$ cat src/sics_consts.svh
// Offsets, field positions, reset values and storage masks of the interrupt status block.
// Assumes inclusion by bare name from the interrupt status module.
`ifndef SICS_CONSTS_SVH
`define SICS_CONSTS_SVH

`define SICS_OFS_STATUS 8'h00
`define SICS_OFS_MASK 8'h01
`define SICS_OFS_PINCFG 8'h02

`define SICS_STAT_CLR_BIT 15
`define SICS_STAT_CNT_LSB 8
`define SICS_STAT_RSV_HI_BIT 7
`define SICS_STAT_SECOND_BIT 6
`define SICS_STAT_FIRST_BIT 5
`define SICS_STAT_RSV_LO_MASK 16'h001F
`define SICS_STAT_FLAG_RST 1'b0

`define SICS_MASK_THR_BIT 8
`define SICS_MASK_SECOND_BIT 6
`define SICS_MASK_FIRST_BIT 5
`define SICS_MASK_RST 16'h01FF
`define SICS_MASK_STORE 16'h01FF

`define SICS_PIN_ONE_DRV_BIT 9
`define SICS_PIN_ONE_POL_BIT 8
`define SICS_PIN_ZERO_ENA_BIT 2
`define SICS_PIN_ZERO_DRV_BIT 1
`define SICS_PIN_ZERO_POL_BIT 0
`define SICS_PINCFG_RST 16'h0000
`define SICS_PINCFG_STORE 16'h0307

`endif

$ cat src/sics_pkg.sv
// Types shared by the interrupt status block and its pin drivers.
// Assumes sics_consts.svh is on the include path.
package sics_pkg;
	typedef logic [15:0] sics_word_t;
	typedef logic [7:0] sics_addr_t;
endpackage
$ cat src/sics_pin_if.sv
// Carrier between the status logic and one interrupt pin driver.
// Assumes both ends sit on the same clock.
`timescale 1ns/100ps
interface sics_pin_if;
	logic irq;
	logic enable;
	logic polarity;
	logic driveSel;
	logic pinOut;
	logic pinOe;
	modport ctl (output irq, output enable, output polarity, output driveSel,
		input pinOut, input pinOe);
	modport drv (input irq, input enable, input polarity, input driveSel,
		output pinOut, output pinOe);
endinterface

$ cat src/sics_int_status.sv
// Interrupt status, event mask and interrupt pin configuration of the front end.
// Assumes a word-wide register port decoded from the serial interface, and
// event, count and threshold inputs from logic on the same clock.
`timescale 1ns/100ps
`include "sics_consts.svh"

// Functional notes
// [RQ1] Status high byte shows buffered bytes.
// [RQ2] Writing status bit 15 clears buffer.
// [RQ3] Reserved bit 7 cleared by writing one.
// [RQ4] Second slot event sets bit 6.
// [RQ5] First slot event sets bit 5.
// [RQ6] Event flags clear on one, keep on zero.
// [RQ7] Reserved bits 4:0 cleared by ones.
// [RQ8] Mask bit 8 gates threshold, resets one.
// [RQ9] Mask bit 6 gates second slot.
// [RQ10] Mask bit 5 gates first slot.
// [RQ11] Bit 9 selects pin one open drain.
// [RQ12] Bit 8 selects pin one polarity.
// [RQ13] Bit 2 low floats pin zero.
// [RQ14] Threshold interrupt while words exceed threshold.
// [RQ15] Bit 1 selects pin zero open drain.
// [RQ16] Bit 0 selects pin zero polarity.
// [RQ17] Interrupt is OR of unmasked events.
module sics_int_status #(
	parameter int WORD_CNT_W = 7,
	parameter int THR_W = 6
) (
	input wire logic ref_clk, // Block clock, 100 MHz.
	input wire logic sys_rst, // Synchronous reset, active high.
	input wire logic regWrEn, // Register write strobe.
	input wire logic regRdEn, // Register read strobe.
	input wire sics_pkg::sics_addr_t regAddr, // Register offset.
	input wire sics_pkg::sics_word_t regWrData, // Write data.
	output sics_pkg::sics_word_t regRdData, // Read data, one cycle after strobe.
	input wire logic [WORD_CNT_W-1:0] bufferWordCount, // Words held in the buffer.
	input wire logic [THR_W-1:0] bufferWordThreshold, // Threshold in words.
	input wire logic firstSlotEvent, // First slot sample pulse.
	input wire logic secondSlotEvent, // Second slot sample pulse.
	output logic bufferClearReq, // One-cycle buffer discard pulse.
	output logic intPinZeroOut, // Pin zero level.
	output logic intPinZeroOe, // Pin zero drive enable.
	output logic intPinOneOut, // Pin one level.
	output logic intPinOneOe // Pin one drive enable.
);
	import sics_pkg::*;

	sics_word_t regRdData_ff;
	sics_word_t maskReg_ff;
	sics_word_t pinCfg_ff;
	logic firstFlag_ff;
	logic secondFlag_ff;
	logic bufferClearReq_ff;
	logic [7:0] bufferedByteCount;
	logic thresholdEvent;
	logic irqNow;
	logic statusWrite;

	sics_pin_if pinZero ();
	sics_pin_if pinOne ();

	function automatic logic regHit(input logic strobe, input sics_addr_t addr,
		input sics_addr_t ofs);
		regHit = strobe && (addr == ofs);
	endfunction

	// ****************************************
	// Event flags
	// ****************************************
	assign statusWrite = regHit(regWrEn, regAddr, `SICS_OFS_STATUS);

	// [RQ5] [RQ6] first slot flag, set wins.
	always_ff @(posedge ref_clk) begin
		if (sys_rst) begin
			firstFlag_ff <= `SICS_STAT_FLAG_RST;
		end else if (firstSlotEvent) begin
			firstFlag_ff <= 1'b1;
		end else if (statusWrite && regWrData[`SICS_STAT_FIRST_BIT]) begin
			firstFlag_ff <= 1'b0;
		end
	end

	// [RQ4] [RQ6] second slot flag, set wins.
	always_ff @(posedge ref_clk) begin
		if (sys_rst) begin
			secondFlag_ff <= `SICS_STAT_FLAG_RST;
		end else if (secondSlotEvent) begin
			secondFlag_ff <= 1'b1;
		end else if (statusWrite && regWrData[`SICS_STAT_SECOND_BIT]) begin
			secondFlag_ff <= 1'b0;
		end
	end

	// [RQ2] buffer discard pulse.
	always_ff @(posedge ref_clk) begin
		if (sys_rst) begin
			bufferClearReq_ff <= 1'b0;
		end else begin
			bufferClearReq_ff <= statusWrite && regWrData[`SICS_STAT_CLR_BIT];
		end
	end
	assign bufferClearReq = bufferClearReq_ff;

	// ****************************************
	// Mask and pin configuration registers
	// ****************************************
	// [RQ8] [RQ9] [RQ10] masks reset disabled.
	always_ff @(posedge ref_clk) begin
		if (sys_rst) begin
			maskReg_ff <= `SICS_MASK_RST;
		end else if (regHit(regWrEn, regAddr, `SICS_OFS_MASK)) begin
			maskReg_ff <= regWrData & `SICS_MASK_STORE;
		end
	end

	// [RQ11] [RQ12] [RQ13] pin settings stored.
	always_ff @(posedge ref_clk) begin
		if (sys_rst) begin
			pinCfg_ff <= `SICS_PINCFG_RST;
		end else if (regHit(regWrEn, regAddr, `SICS_OFS_PINCFG)) begin
			pinCfg_ff <= regWrData & `SICS_PINCFG_STORE;
		end
	end

	// ****************************************
	// Interrupt and pins
	// ****************************************
	// [RQ1] two bytes per buffered word.
	assign bufferedByteCount = 8'({bufferWordCount, 1'b0});
	// [RQ14] level compare, clears itself.
	assign thresholdEvent = {1'b0, bufferWordCount} > (WORD_CNT_W + 1)'(bufferWordThreshold);
	// [RQ17] OR of unmasked events.
	assign irqNow = (thresholdEvent && !maskReg_ff[`SICS_MASK_THR_BIT])
		|| (firstFlag_ff && !maskReg_ff[`SICS_MASK_FIRST_BIT])
		|| (secondFlag_ff && !maskReg_ff[`SICS_MASK_SECOND_BIT]);

	// Both pins carry the same interrupt; only pin zero has an enable, so pin one
	// is driven from reset onward unless bit 9 selects open drain; bit 8 sets its polarity.
	assign pinZero.irq = irqNow;
	assign pinZero.enable = pinCfg_ff[`SICS_PIN_ZERO_ENA_BIT];
	assign pinZero.polarity = pinCfg_ff[`SICS_PIN_ZERO_POL_BIT];
	assign pinZero.driveSel = pinCfg_ff[`SICS_PIN_ZERO_DRV_BIT];
	assign pinOne.irq = irqNow;
	assign pinOne.enable = 1'b1;
	assign pinOne.polarity = pinCfg_ff[`SICS_PIN_ONE_POL_BIT];
	assign pinOne.driveSel = pinCfg_ff[`SICS_PIN_ONE_DRV_BIT];

	sics_pin_drive pinZeroDrive (
		.ref_clk(ref_clk),
		.sys_rst(sys_rst),
		.pin(pinZero.drv)
	);

	sics_pin_drive pinOneDrive (
		.ref_clk(ref_clk),
		.sys_rst(sys_rst),
		.pin(pinOne.drv)
	);

	assign intPinZeroOut = pinZero.pinOut;
	assign intPinZeroOe = pinZero.pinOe;
	assign intPinOneOut = pinOne.pinOut;
	assign intPinOneOe = pinOne.pinOe;

	// ****************************************
	// Read back
	// ****************************************
	// Reserved status bits have no hardware source, so a write of ones leaves
	// them at zero and they always read zero.
	always_ff @(posedge ref_clk) begin
		if (sys_rst) begin
			regRdData_ff <= 16'h0000;
		end else if (regRdEn) begin
			case (regAddr)
				`SICS_OFS_STATUS: begin
					// [RQ1] [RQ3] [RQ7] status word layout.
					regRdData_ff <= 16'h0000;
					regRdData_ff[15:`SICS_STAT_CNT_LSB] <= bufferedByteCount;
					regRdData_ff[`SICS_STAT_SECOND_BIT] <= secondFlag_ff;
					regRdData_ff[`SICS_STAT_FIRST_BIT] <= firstFlag_ff;
				end
				`SICS_OFS_MASK: begin
					regRdData_ff <= maskReg_ff;
				end
				`SICS_OFS_PINCFG: begin
					regRdData_ff <= pinCfg_ff;
				end
				default: begin
					regRdData_ff <= 16'h0000;
				end
			endcase
		end
	end
	assign regRdData = regRdData_ff;
endmodule

$ cat src/sics_pin_drive.sv
// Registered driver for one interrupt pin: level, polarity and open-drain enable.
// Assumes irq and the settings are on ref_clk; the pad resolves the wire.
`timescale 1ns/100ps
module sics_pin_drive (
	input wire logic ref_clk, // Block clock.
	input wire logic sys_rst, // Synchronous reset, active high.
	sics_pin_if.drv pin // Settings in, pin signals out.
);
	import sics_pkg::*;

	logic pinOut_ff;
	logic pinOe_ff;

	// ****************************************
	// Pin level and enable
	// ****************************************
	// [RQ12] [RQ16] polarity sets level.
	always_ff @(posedge ref_clk) begin
		if (sys_rst) begin
			pinOut_ff <= 1'b0;
		end else begin
			pinOut_ff <= pin.irq ^ pin.polarity;
		end
	end

	// [RQ11] [RQ13] [RQ15] drive and float.
	always_ff @(posedge ref_clk) begin
		if (sys_rst) begin
			pinOe_ff <= 1'b0;
		end else begin
			pinOe_ff <= pin.enable & (~pin.driveSel | pin.irq);
		end
	end

	assign pin.pinOut = pinOut_ff;
	assign pin.pinOe = pinOe_ff;
endmodule

$ cat config.mk
export PLATFORM = sky130hd
export DESIGN_NAME = sics_int_status
export DESIGN_NICKNAME = d
export VERILOG_FILES = /design/src/sics_pkg.sv /design/src/sics_pin_if.sv /design/src/sics_int_status.sv /design/src/sics_pin_drive.sv
export VERILOG_INCLUDE_DIRS = /design/src
export SDC_FILE = /design/constraint.sdc
export NUM_CORES = 1
export LEC_CHECK = 0
export BUFFER_PORTS_ARGS = -buffer_cell sky130_fd_sc_hd__buf_2
export CAP_MARGIN = 20
export CELL_PAD_IN_SITES_DETAIL_PLACEMENT = 1
export CELL_PAD_IN_SITES_GLOBAL_PLACEMENT = 1
export CORE_MARGIN = 10
export CORE_UTILIZATION = 35
export CTS_CLUSTER_SIZE = 16
export DETAILED_ROUTE_END_ITERATION = 8
export PLACE_DENSITY = 0.77
export SYNTH_ARGS = -nofsm -noshare
export SYNTH_HDL_FRONTEND = slang
export SYNTH_SLANG_ARGS = --single-unit
$ cat constraint.sdc
create_clock -name ref_clk -period 1.6 [get_ports ref_clk]
set_input_delay 0.08 -clock ref_clk [delete_from_list [all_inputs] [get_ports ref_clk]]
set_output_delay 0.08 -clock ref_clk [all_outputs]
set_load 0.01 [all_outputs]
# After elaboration in Yosys (flattened, before gate mapping)

Index checks and enable logic that the tools add are counted.

Bits in registers: 37
Bits of input ports: 43
Output and inout bits: 21
Word-level logic and storage cells: 42

$lt $le $gt $ge: 1
Equality and inequality tests: 2
Muxes and demuxes: 5
Bitwise logic cells: 7
Reductions and logical operators: 17

Operator list:

| kind               | number |
|---|---|
| $pmux 16 s3        | 1 |
| $logic_and 1x1->1  | 9 |
| $eq 8x1->1 const B | 1 |
| $eq 8x2->1 const B | 1 |
| $logic_not 8->1    | 1 |
| $gt 7x6->1         | 1 |
| $mux 1             | 4 |
| $reduce_bool 2->1  | 2 |
| $logic_not 1->1    | 3 |
| $logic_or 1x1->1   | 2 |
| $not 1->1          | 2 |
| $or 1x1->1         | 2 |
| $xor 1x1->1        | 2 |
| $and 1x1->1        | 1 |

# Longest topological paths before layout

Gate-level depths: netlist (run 1).

Depth in word-level cells: 6
Gate-level depth with buffers: 6

# Modules after synthesis

A second synthesis (run 1) with hierarchy kept.

Cell total of the unflattened synthesis: 172
Area, all modules: 1720.4 sq um

Modules (own cells, without submodules):

| module          | times used | cells each | area an instance (sq um) |
|---|---|---|---|
| sics_int_status | 1          | 160        | 1577.8 |
| sics_pin_drive  | 2          | 6          | 71.3 |

# Worst setup path before layout (run 1)

Ideal clock, no wire load.

Path type: input to register
Start point: in bufferWordThreshold[5]
End point: reg pinOneDrive.pinOut_ff, in the netlist pinOneDrive.pin.pinOut
Data arrival time: 1.309 ns
Setup slack: 0.170 ns
Cell stages on the path: 6
Buffers on the path: 0
Cells stage by stage: inv_1 -> ha_1 -> and4b_1 -> a41oi_1 -> o22a_1 -> mux2_2

Word-level cells in the longest chain between the ends: 5

Ends and longest elaborated chain:

| element                       | line                   | source |
|---|---|---|
| start, declared               | sics_int_status.sv:37  | `input wire logic [THR_W-1:0] bufferWordThreshold,` |
| $gt 7x6->1                    | sics_int_status.sv:131 | `assign thresholdEvent = {1'b0, bufferWordCount} > (WORD_CNT_W + 1)'(bufferWordThreshold);` |
| $logic_and 1x1->1             | sics_int_status.sv:133 | `` assign irqNow = (thresholdEvent && !maskReg_ff[`SICS_MASK_THR_BIT]) `` |
| $logic_or 1x1->1 (2 in a row) | sics_int_status.sv:133 |  |
| $xor 1x1->1                   | sics_pin_drive.sv:22   | `pinOut_ff <= pin.irq ^ pin.polarity;` |
| end signal, assigned          | sics_pin_drive.sv:22   |  |
| end, declared                 | sics_pin_drive.sv:11   | `logic pinOut_ff;` |

No other way between the ends.
A chain may end at the register's enable or synchronous reset.

# Final worst setup path (run 1)

Start point: in bufferWordCount[5]
End point: reg pinZeroDrive.pinOut_ff, in the netlist pinZeroDrive.pin.pinOut

Word-level cells in the longest chain between the ends: 5

Ends and longest elaborated chain:

| element                       | line                   | source |
|---|---|---|
| start, declared               | sics_int_status.sv:36  | `input wire logic [WORD_CNT_W-1:0] bufferWordCount,` |
| $gt 7x6->1                    | sics_int_status.sv:131 |  |
| $logic_and 1x1->1             | sics_int_status.sv:133 |  |
| $logic_or 1x1->1 (2 in a row) | sics_int_status.sv:133 |  |
| $xor 1x1->1                   | sics_pin_drive.sv:22   |  |
| end signal, assigned          | sics_pin_drive.sv:22   |  |
| end, declared                 | sics_pin_drive.sv:11   |  |

No other way between the ends.

==> reports/metrics.yaml, run 1 <==
sta:
  slew_headroom_pct: 74.0
  holdWs_ps: 25.0
  fin_crit_sh_pct: 85.8
  post-route-min-period_ps: 1370
  worst-slew-pin-transition_ps: 388
  finClkSkew_ps: 7.18
  rsz0062_at_grt: "no"
  fin_setup_tns_ps: 0
  drv_slew: 0
  timing_hold_violations_final: 0
  finalSetupViolCount: 0
  fmax_mhz: 728
routing:
  first_iter_violations: 37
  wl_per_cell_um: 15.8
  drtPass1Iterations: 3
  drc_errors: 0
  final_antenna_net_count: 0
  routed_via_density: 4.91
  vias: 1606
  totalWireLength_mm: 5.17
finish:
  utilization_pct: 47.2
  areaGrowthSynthToFinish_pct: 31.4
  drive_gt1_share_pct: 32.7
  antenna_cells: 0
  multiInputGateArea_um2: 860
  layout.nets: 308
  num-fill-cells: 598
  regArea_um2: 741
global_routing:
  grt_usage_pct: 13.3
  grt_pass1_wl_mm: 8.30
  antenna_found_initial: 0
  grt_pass1_vias: 1756
  grt_overflow: 0
  grt_max_degree: 17
min_path:
  whs_path_depth: 3
  holdCritStartpoint: "regWrData[9]"
  holdPathEnd: "pinCfg_ff[9]"
  min_path_type: "in2reg"
floorplanning:
  rows: 25
  num_io_pins: 64
  die_area_um2: 8030
  die_y_um: 89.6
  die_x_um: 89.6
  core_um2: 4720
  start_util_pct: 35.9
synthesis:
  netlist_top_cells_area: "dfxtp_1 (44%), a21oi_1 (5.6%), nor2_1 (5.1%)"
  ys_seq_area_share_pct: 43.7
  synth_common_cells: "dfxtp_1 (37), nor2_1 (23), a21oi_1 (19)"
  yosysMostFrequentCell: "dfxtp_1"
  synth_edf_count: 0
  async_flop_share_pct: 0
  synth-seq-cells: 37
  synth_cell_types: 32
  synth_top_area_share_pct: 43.7
  syn_area_um2: 1700
  synth_ff_type: "dfxtp_1"
  syn-num-nets: 241
  synth_top_area_cell: "dfxtp_1"
  syn_inst: 192
  avgSynthCellArea_um2: 8.84
  synth_warnings: 0
pwr:
  switching_share_pct: 22.2
  clkPwrFrac_pct: 43.1
  p_seq_share_pct: 47.7
  power_density_nw_per_um2: 874
  combPwrFrac_pct: 9.2
  p_leak_nw: 1.08
  p_switching_mw: 0.433
  p_int_mw: 1.52
  vdd_drop_max_mv: 0.416
  total_power_mw: 1.95
critical_path:
  worstReg2RegStart: "maskReg_ff[6]"
  crit_family: "compound AO/OA/AOI/OAI gates"
  r2r_slack_ps: 310
  cp-start-kind: "input pin"
  endpoint_kind: "flip-flop"
  crit_type: "in2reg"
  crit_buf_inv: 1
  ff2ff_path_depth: 4
  cp_max_fo: 2
  crit_path_top_delay_cell: "mux2_2"
  r2r-end: "pinZeroDrive.pin.pinOut"
  crit_chain: "buf_2 -> ha_1 -> and4b_1 -> a21boi_0 -> o22a_1 -> mux2_2"
  critPathArrivalTime_ps: 1550
  max_stage_delay_ps: 340
  worst-path-stages: 6
  worstPathRequired_ps: 1770
place:
  hpwl_mm: 3.99
  gp_congestion: 0.744
  io_buffer_count: 58
cts:
  clk_latency_ps: 290
  path_clk_slew_ps: 70
  cts_setup_buffers: 0
  root_buffer: "clkbuf_8"
  cts_resized: 0
  clock-sinks: 37
  htreeDepth: 2
  clockBufferDepth: 2
  tritoncts: "done"
  numCtsBuffers: 5
  holdBufCountCts: 0
run_status:
  status: "completed"
job:
  maxCapViolCount: 0
## cell type report
| type | count | share of cell area [%] |
|---|---|---|
| clock inverter | 1 | 1.35 |
| sequential | 37 | 33.2 |
| timing repair buffer | 68 | 16.4 |
| clock buffer | 7 | 3.87 |
| tap | 67 | 3.76 |
| multi-input combinational | 130 | 38.6 |
| inverter | 17 | 2.86 |
## cells by family after synthesis
| family | count (synthesis) | share of synthesized area [%] |
|---|---|---|
| simple gates | 76 | 24.9 |
| fa+ha+maj | 6 | 4.42 |
| buf+inv | 25 | 5.68 |
| flops | 37 | 43.7 |
| compound gates | 38 | 15.2 |
| mux | 10 | 6.19 |
## power groups by stage
stage | Sequential, mW | Combinational, mW | Clock, mW
final | 0.930 | 0.180 | 0.839
after global routing | 0.931 | 0.201 | 0.901
after CTS | 0.930 | 0.181 | 0.862
after detailed placement | 0.952 | 0.180 | 0
after global placement | 0.952 | 0.175 | 0
after floorplan | 0.952 | 0.0856 | 0
## sequential cells by signal, indices dropped and copies added, names as in the netlist
signal,count
secondFlag_ff,1
pinZeroDrive.pin.pinOe,1
firstFlag_ff,1
pinOneDrive.pin.pinOe,1
pinZeroDrive.pin.pinOut,1
bufferClearReq,1
pinOneDrive.pin.pinOut,1
pinCfg_ff,5
maskReg_ff,9
regRdData,16
## worst max path at each step
stage | endpoint | slack, ps | start
2_1_floorplan | pinOneDrive.pin.pinOut | 170 | bufferWordThreshold[5]
3_3_place_gp | pinZeroDrive.pin.pinOut | -10 | bufferWordCount[5]
3_5_place_dp | pinZeroDrive.pin.pinOut | -80 | bufferWordCount[5]
4_1_cts | pinZeroDrive.pin.pinOut | 230 | bufferWordCount[5]
5_1_grt | pinZeroDrive.pin.pinOut | 150 | bufferWordCount[5]
6_report | pinZeroDrive.pin.pinOut | 230 | bufferWordCount[5]
## cell usage in the layout, fill, tap and decap left out, drive strengths merged
| cell type | synthesis | final |
|---|---|---|
| a211o | 9 | 9 |
| a21boi | 1 | 1 |
| a21oi | 19 | 19 |
| a22o | 4 | 4 |
| a32oi | 1 | 1 |
| a41oi | 1 | 1 |
| and4b | 4 | 4 |
| buf | 2 | 68 |
| bufinv | 0 | 1 |
| clkbuf | 6 | 7 |
| clkinv | 1 | 1 |
| dfxtp | 37 | 37 |
| ha | 6 | 6 |
| inv | 16 | 16 |
| mux2 | 4 | 4 |
| mux2i | 6 | 6 |
| nand2 | 16 | 16 |
| nand2b | 3 | 3 |
| nand3 | 9 | 9 |
| nand3b | 7 | 7 |
| nand4 | 2 | 2 |
| nor2 | 23 | 23 |
| nor2b | 5 | 5 |
| nor3 | 3 | 3 |
| nor4 | 2 | 2 |
| o2111ai | 1 | 1 |
| o22a | 1 | 1 |
| o22ai | 1 | 1 |
| or2 | 1 | 1 |
| or4 | 1 | 1 |
## metrics by stage
stage / setup WS (ps) / cell area (µm²) / instances
4_1_cts: 225 / 2230 / 327
3_3_place_gp: -14.8 / 2110 / 319
2_1_floorplan: 170 / 1700 / 192
6_report: 227 / 2230 / 327
3_5_place_dp: -81.2 / 2110 / 319
5_1_grt: 146 / 2230 / 327
## routing by layer
layer	track usage [%]	share of wire, %	vias up
met3	4.51	6.9	5
met1	14.6	44	761
met2	23.5	48	41
met4	4.34	1.3	0
li1	-	-	799
met5	0	0	-
## worst min-delay path, stage by stage
cell     delay, ps
buf_2           70
mux2i_1         50
nor2_1          70
(Power assumes the default switching activity.)
==> run 2, diff against run 1 <==
--- a/config.mk
+++ b/config.mk
@@ -11,10 +11,12 @@
 export CELL_PAD_IN_SITES_DETAIL_PLACEMENT = 1
 export CELL_PAD_IN_SITES_GLOBAL_PLACEMENT = 1
 export CORE_MARGIN = 10
-export CORE_UTILIZATION = 35
+export CORE_UTILIZATION = 36
+export CTS_BUF_LIST = sky130_fd_sc_hd__clkbuf_16
 export CTS_CLUSTER_SIZE = 16
 export DETAILED_ROUTE_END_ITERATION = 8
 export PLACE_DENSITY = 0.77
 export SYNTH_ARGS = -nofsm -noshare
 export SYNTH_HDL_FRONTEND = slang
+export SYNTH_HIERARCHICAL = 1
 export SYNTH_SLANG_ARGS = --single-unit
==> run 2 against run 1 <==
Net effect: non-clock buffer count down 1; clock power up 8.1%; critical path depth grew 2; synthesized cell count down 10%; largest cell class unchanged; sequential cell count stayed put; power up 3.8%; critical path type unchanged; hold slack better by 3.0 ps; setup slack improved by 120 ps; register-to-register slack better by 60 ps; via count decreased by 6.5%; sequential power barely moved.
==> reports/metrics.yaml, run 2 <==
critical_path:
  cp-start-kind: "input pin"
  crit_type: "in2reg"
  crit_path_top_delay_cell: "ha_1"
  endpoint_kind: "flip-flop"
  r2r_slack_ps: 370
  r2r-end: "pinZeroDrive/pin.pinOe"
  ff2ff_path_depth: 6
  worstPathRequired_ps: 1760
  worstSetupStartpoint: "bufferWordCount[5]"
  max_stage_delay_ps: 280
  crit_chain: "buf_2 -> ha_1 -> and4b_1 -> a21boi_0 -> a2bb2oi_1 -> buf_4 -> xnor2_1 -> nor2_1"
  critPathArrivalTime_ps: 1410
  worstReg2RegStart: "maskReg_ff[6]"
  cp_max_fo: 4
  endpoint: "pinZeroDrive/pin.pinOut"
sta:
  rsz0062_at_grt: "no"
  post-route-min-period_ps: 1250
  fin_setup_tns_ps: 0
  timing_hold_violations_final: 0
  finClkSkew_ps: 1.18
  drv_slew: 0
  fmax_mhz: 799
  fin_crit_sh_pct: 78.3
  finalSetupViolCount: 0
synthesis:
  netlist_top_cells_area: "dfxtp_1 (43%), mux2i_1 (8.7%), nand2b_1 (6.2%)"
  ys_seq_area_share_pct: 43.1
  async_flop_share_pct: 0
  synth_common_cells: "dfxtp_1 (37), nor2_1 (25), nand2b_1 (17)"
  syn-num-nets: 221
  syn_inst: 172
  synth_warnings: 6
  synth_top_area_cell: "dfxtp_1"
  synth_edf_count: 0
  synth_top_area_share_pct: 43.1
  synth_cell_types: 40
  synth_ff_type: "dfxtp_1"
  synth-seq-cells: 37
  syn_area_um2: 1720
  avgSynthCellArea_um2: 10.0
  yosysMostFrequentCell: "dfxtp_1"
floorplanning:
  die_y_um: 89.1
  rows: 25
  core_um2: 4690
  die_area_um2: 7940
  die_x_um: 89.1
  num_io_pins: 64
  start_util_pct: 36.7
pwr:
  switching_share_pct: 22.2
  vdd_drop_max_mv: 0.360
  p_leak_nw: 1.07
  p_seq_share_pct: 46.1
  combPwrFrac_pct: 9.1
  clkPwrFrac_pct: 44.8
  power_density_nw_per_um2: 902
  p_switching_mw: 0.450
  p_int_mw: 1.57
cts:
  clk_latency_ps: 280
  cts_resized: 0
  tritoncts: "done"
  cts_setup_buffers: 0
  holdBufCountCts: 0
  numCtsBuffers: 5
  path_clk_slew_ps: 50
  clockBufferDepth: 2
  root_buffer: "clkbuf_16"
  clock-sinks: 37
  htreeDepth: 2
finish:
  regArea_um2: 741
  mostFrequentLayoutCells: "buf_2 (58), dfxtp_1 (37), nor2_1 (25)"
  antenna_cells: 0
  multiInputGateArea_um2: 917
  final_common_cell: "buf_2"
  largest_reg_flops: 16
  drive_gt1_share_pct: 34.5
  areaGrowthSynthToFinish_pct: 30.3
  num-fill-cells: 563
  utilization_pct: 47.8
  layout.nets: 287
global_routing:
  grt_usage_pct: 12.5
  grt_max_degree: 43
  grt_overflow: 0
  grt_pass1_wl_mm: 7.66
  antenna_found_initial: 0
  grt_pass1_vias: 1601
routing:
  wl_per_cell_um: 15.9
  vias: 1502
  routed_via_density: 5.14
  final_antenna_net_count: 0
  first_iter_violations: 70
  drtPass1Iterations: 4
  drc_errors: 0
  totalWireLength_mm: 4.65
place:
  io_buffer_count: 58
  hpwl_mm: 3.69
  gp_congestion: 0.763
job:
  maxCapViolCount: 0
run_status:
  status: "completed"
min_path:
  min_path_type: "in2reg"
## run 2: worst min path at each step
stage | startpoint | depth (start not counted) | end
after floorplan | sys_rst | 1 | pinOneDrive/pin.pinOe
after global placement | bufferWordCount[3] | 2 | regRdData[12]
after detailed placement | bufferWordCount[2] | 2 | regRdData[11]
after CTS | bufferWordCount[2] | 2 | regRdData[11]
after global routing | bufferWordCount[5] | 2 | regRdData[14]
final | bufferWordCount[2] | 2 | regRdData[11]
## run 2: final cells by class
type	count	area share (%)
timing repair buffer	67	16.0
multi-input combinational	120	40.9
sequential	37	33.0
tap	54	3.01
clock inverter	2	0.335
clock buffer	5	5.58
inverter	7	1.17
## run 2: cells by family after synthesis
kind of cell | share of synthesized area [%]
AND/OR/NAND/NOR | 24.1
AO/OA/AOI/OAI | 13.6
other | 0.218
buffers and inverters | 3.64
XOR/XNOR | 1.02
adder cells (fa/ha/maj) | 4.36
multiplexers | 10.0
flip-flops | 43.1
## run 2: per-layer routing
layer / part of all wire, % / vias to the layer above / track usage [%]
met4: 2.0 / 0 / 5.64
met2: 48 / 40 / 20.1
met1: 41 / 709 / 14.3
met5: 0 / - / 0
met3: 9.1 / 7 / 4.83
li1: - / 746 / -
## run 2: power groups by stage
stage / logic, mW / clock network (mW) / registers, mW
6_report: 0.184 / 0.907 / 0.932
5_1_grt: 0.208 / 0.981 / 0.932
3_5_place_dp: 0.185 / 0 / 0.951
4_1_cts: 0.187 / 0.934 / 0.931
2_1_floorplan: 0.0917 / 0 / 0.951
3_3_place_gp: 0.182 / 0 / 0.951
## run 2: critical path: cells and delay by family
family,cells,cell delay [ps]
compound gates,2,400
xor+xnor,1,110
fa+ha+maj,1,280
buf+inv,2,270
simple gates,2,280
## run 2: stage by stage
stage	instances	total power [mW]	worst slack, ps	hold WS, ps	instance area [µm²]
2_1_floorplan	172	1.04	203	150	1720
3_3_place_gp	285	1.13	67.7	308	2110
3_5_place_dp	285	1.14	45.4	316	2110
4_1_cts	292	2.05	319	25.7	2240
5_1_grt	292	2.12	178	44.1	2240
6_report	292	2.02	348	27.9	2240
==> run 3, diff against run 2 <==
--- a/config.mk
+++ b/config.mk
@@ -11,11 +11,11 @@
 export CELL_PAD_IN_SITES_DETAIL_PLACEMENT = 1
 export CELL_PAD_IN_SITES_GLOBAL_PLACEMENT = 1
 export CORE_MARGIN = 10
-export CORE_UTILIZATION = 36
+export CORE_UTILIZATION = 32
 export CTS_BUF_LIST = sky130_fd_sc_hd__clkbuf_16
 export CTS_CLUSTER_SIZE = 16
 export DETAILED_ROUTE_END_ITERATION = 8
-export PLACE_DENSITY = 0.77
+export PLACE_DENSITY = 0.72
 export SYNTH_ARGS = -nofsm -noshare
 export SYNTH_HDL_FRONTEND = slang
 export SYNTH_HIERARCHICAL = 1
==> constraint.sdc (replaced) <==
create_clock -name ref_clk -period 1 [get_ports ref_clk]
set_input_delay 0.05 -clock ref_clk [delete_from_list [all_inputs] [get_ports ref_clk]]
set_output_delay 0.05 -clock ref_clk [all_outputs]
set_load 0.01 [all_outputs]
==> run 3 against run 2 <==
Net effect: the flow now finishes with violations (negative setup slack); hold slack worse by 13 ps; register-to-register slack lost 510 ps; via count grew 5.3%; die area increased by 9.6%; non-clock buffer count grew 17; setup slack lost 490 ps; global-route usage barely moved; sequential cell count is the same; critical path type is now reg2reg; largest power group unchanged.
==> reports/metrics.yaml, run 3 (synthesis gave the netlist of run 2 again) <==
critical_path:
  worstPathRequired_ps: 1160
  max_stage_delay_ps: 320
  crit_chain: "nand2b_4 -> and2_4 -> a2bb2oi_4 -> xnor2_1 -> nor2_1"
  endpoint_kind: "flip-flop"
  cp_max_fo: 4
  critPathArrivalTime_ps: 1300
  cp-start-kind: "flip-flop"
  crit_type: "reg2reg"
  crit_path_top_delay_cell: "dfxtp_2"
pwr:
  total_power_mw: 3.38
  power_density_nw_per_um2: 1300
  p_leak_nw: 1.21
  vdd_drop_max_mv: 0.645
  clkPwrFrac_pct: 43.5
  p_switching_mw: 0.793
  switching_share_pct: 23.4
  p_int_mw: 2.59
  combPwrFrac_pct: 12.3
  p_seq_share_pct: 44.2
global_routing:
  grt_max_degree: 31
  grt_usage_pct: 12.5
  antenna_found_initial: 0
  grt_pass1_vias: 1759
  grt_pass1_wl_mm: 8.65
  grt_overflow: 0
sta:
  fmax_mhz: 878
  setup_slack_ps: -139
  finClkSkew_ps: 4.32
  slew_headroom_pct: 40.5
  finalSetupViolCount: 5
  rsz0062_at_grt: "yes"
  timing_hold_violations_final: 0
  fin_crit_sh_pct: 114
  post-route-min-period_ps: 1140
  worst-slew-pin-transition_ps: 889
  drv_slew: 0
  fin_setup_tns_ps: -528
routing:
  wl_per_cell_um: 16.9
  first_iter_violations: 64
  totalWireLength_mm: 5.51
  final_antenna_net_count: 0
  drtPass1Iterations: 4
  vias: 1582
  drc_errors: 0
  routed_via_density: 4.87
finish:
  mostFrequentLayoutCells: "buf_2 (54), dfxtp_1 (33), nor2_1 (25)"
  layout.nets: 304
  drive_gt1_share_pct: 46.3
  antenna_cells: 0
  largest_reg_flops: 16
  final_common_cell: "buf_2"
  num-fill-cells: 582
  areaGrowthSynthToFinish_pct: 50.7
cts:
  numCtsBuffers: 5
  htreeDepth: 2
  cts_setup_buffers: 0
  tritoncts: "done"
  clock-sinks: 37
  clockBufferDepth: 2
  root_buffer: "clkbuf_16"
  path_clk_slew_ps: 60
  clk_latency_ps: 280
floorplanning:
  die_area_um2: 8710
  die_x_um: 93.3
  start_util_pct: 33.3
  die_y_um: 93.3
  core_um2: 5170
  rows: 26
  num_io_pins: 64
run_status:
  status: "finished with violations"
  violations: "negative setup slack"
min_path:
  min_path_type: "in2reg"
job:
  maxCapViolCount: 0
place:
  gp_congestion: 0.800
  io_buffer_count: 58
  hpwl_mm: 3.99
==> run 3: changes by cell type in the layout (fill, tap and decap cells not counted), sizes merged <==
cell         before  now
dlygate4sd3       0    2
buf              67   82
==> run 3: timing repair <==
item | 4_1_cts | 5_1_grt
hold endpoints to repair | 2 | 0
gates resized for setup | 15 | 9
hold buffers | 2 | 0
pin swaps | 9 | 6
setup endpoints to repair | 6 | 15
==> run 3: critical path, delay by kind of cell, from the launching register on <==
family / cells / cell delay (ps)
simple gates: 3 / 350
xor+xnor: 1 / 140
flops: 1 / 320
compound gates: 1 / 200
==> run 3: per-stage QoR <==
step / utilization (%) / instance area, µm² / setup slack [ps] / std cells / hold slack, ps
after floorplan: - / 1810 / -166 / 172 / 117
after global placement: 45.0 / 2330 / -452 / 316 / 281
after detailed placement: 45.0 / 2330 / -497 / 316 / 285
after CTS: 49.4 / 2560 / -123 / 325 / 13.1
after global routing: 50.1 / 2590 / -219 / 325 / 28.2
final: 50.1 / 2590 / -139 / 325 / 14.8
==> run 3: worst paths after layout <==
path | to | start | slack [ps] | depth (start not counted)
hold reg to reg | regRdData[5] | regRdData[5] | 470 | 1
setup reg to reg | pinZeroDrive/pin.pinOut | maskReg_ff[6] | -140 | 5
hold / removal | maskReg_ff[3] | regWrData[3] | 10 | 3
setup / recovery | pinZeroDrive/pin.pinOut | maskReg_ff[6] | -140 | 5
==> run 3: metal layers <==
layer / global-route usage (%) / vias to the layer above / share of wire [%]
met5: 0 / - / 0
met4: 5.91 / 0 / 1.9
met3: 3.84 / 9 / 5.0
met2: 22.2 / 41 / 51
met1: 13.1 / 749 / 42
li1: - / 783 / -
==> run 3: power by group through the flow <==
stage	combinational, mW	sequential [mW]	clock [mW]
2_1_floorplan	0.168	1.52	0
3_3_place_gp	0.361	1.52	0
3_5_place_dp	0.363	1.52	0
4_1_cts	0.398	1.49	1.51
5_1_grt	0.457	1.49	1.59
6_report	0.416	1.49	1.47
==> run 3: final cells by class <==
cell class / count / area (µm²) / share of cell area [%]
inverters: 7 / 48.8 / 1.88
clock inverters: 2 / 7.51 / 0.290
repair buffers: 84 / 523 / 20.2
well taps: 70 / 87.6 / 3.38
multi-input cells: 120 / 1050 / 40.6
clock buffers: 5 / 125 / 4.83
flip-flops and latches: 37 / 748 / 28.9
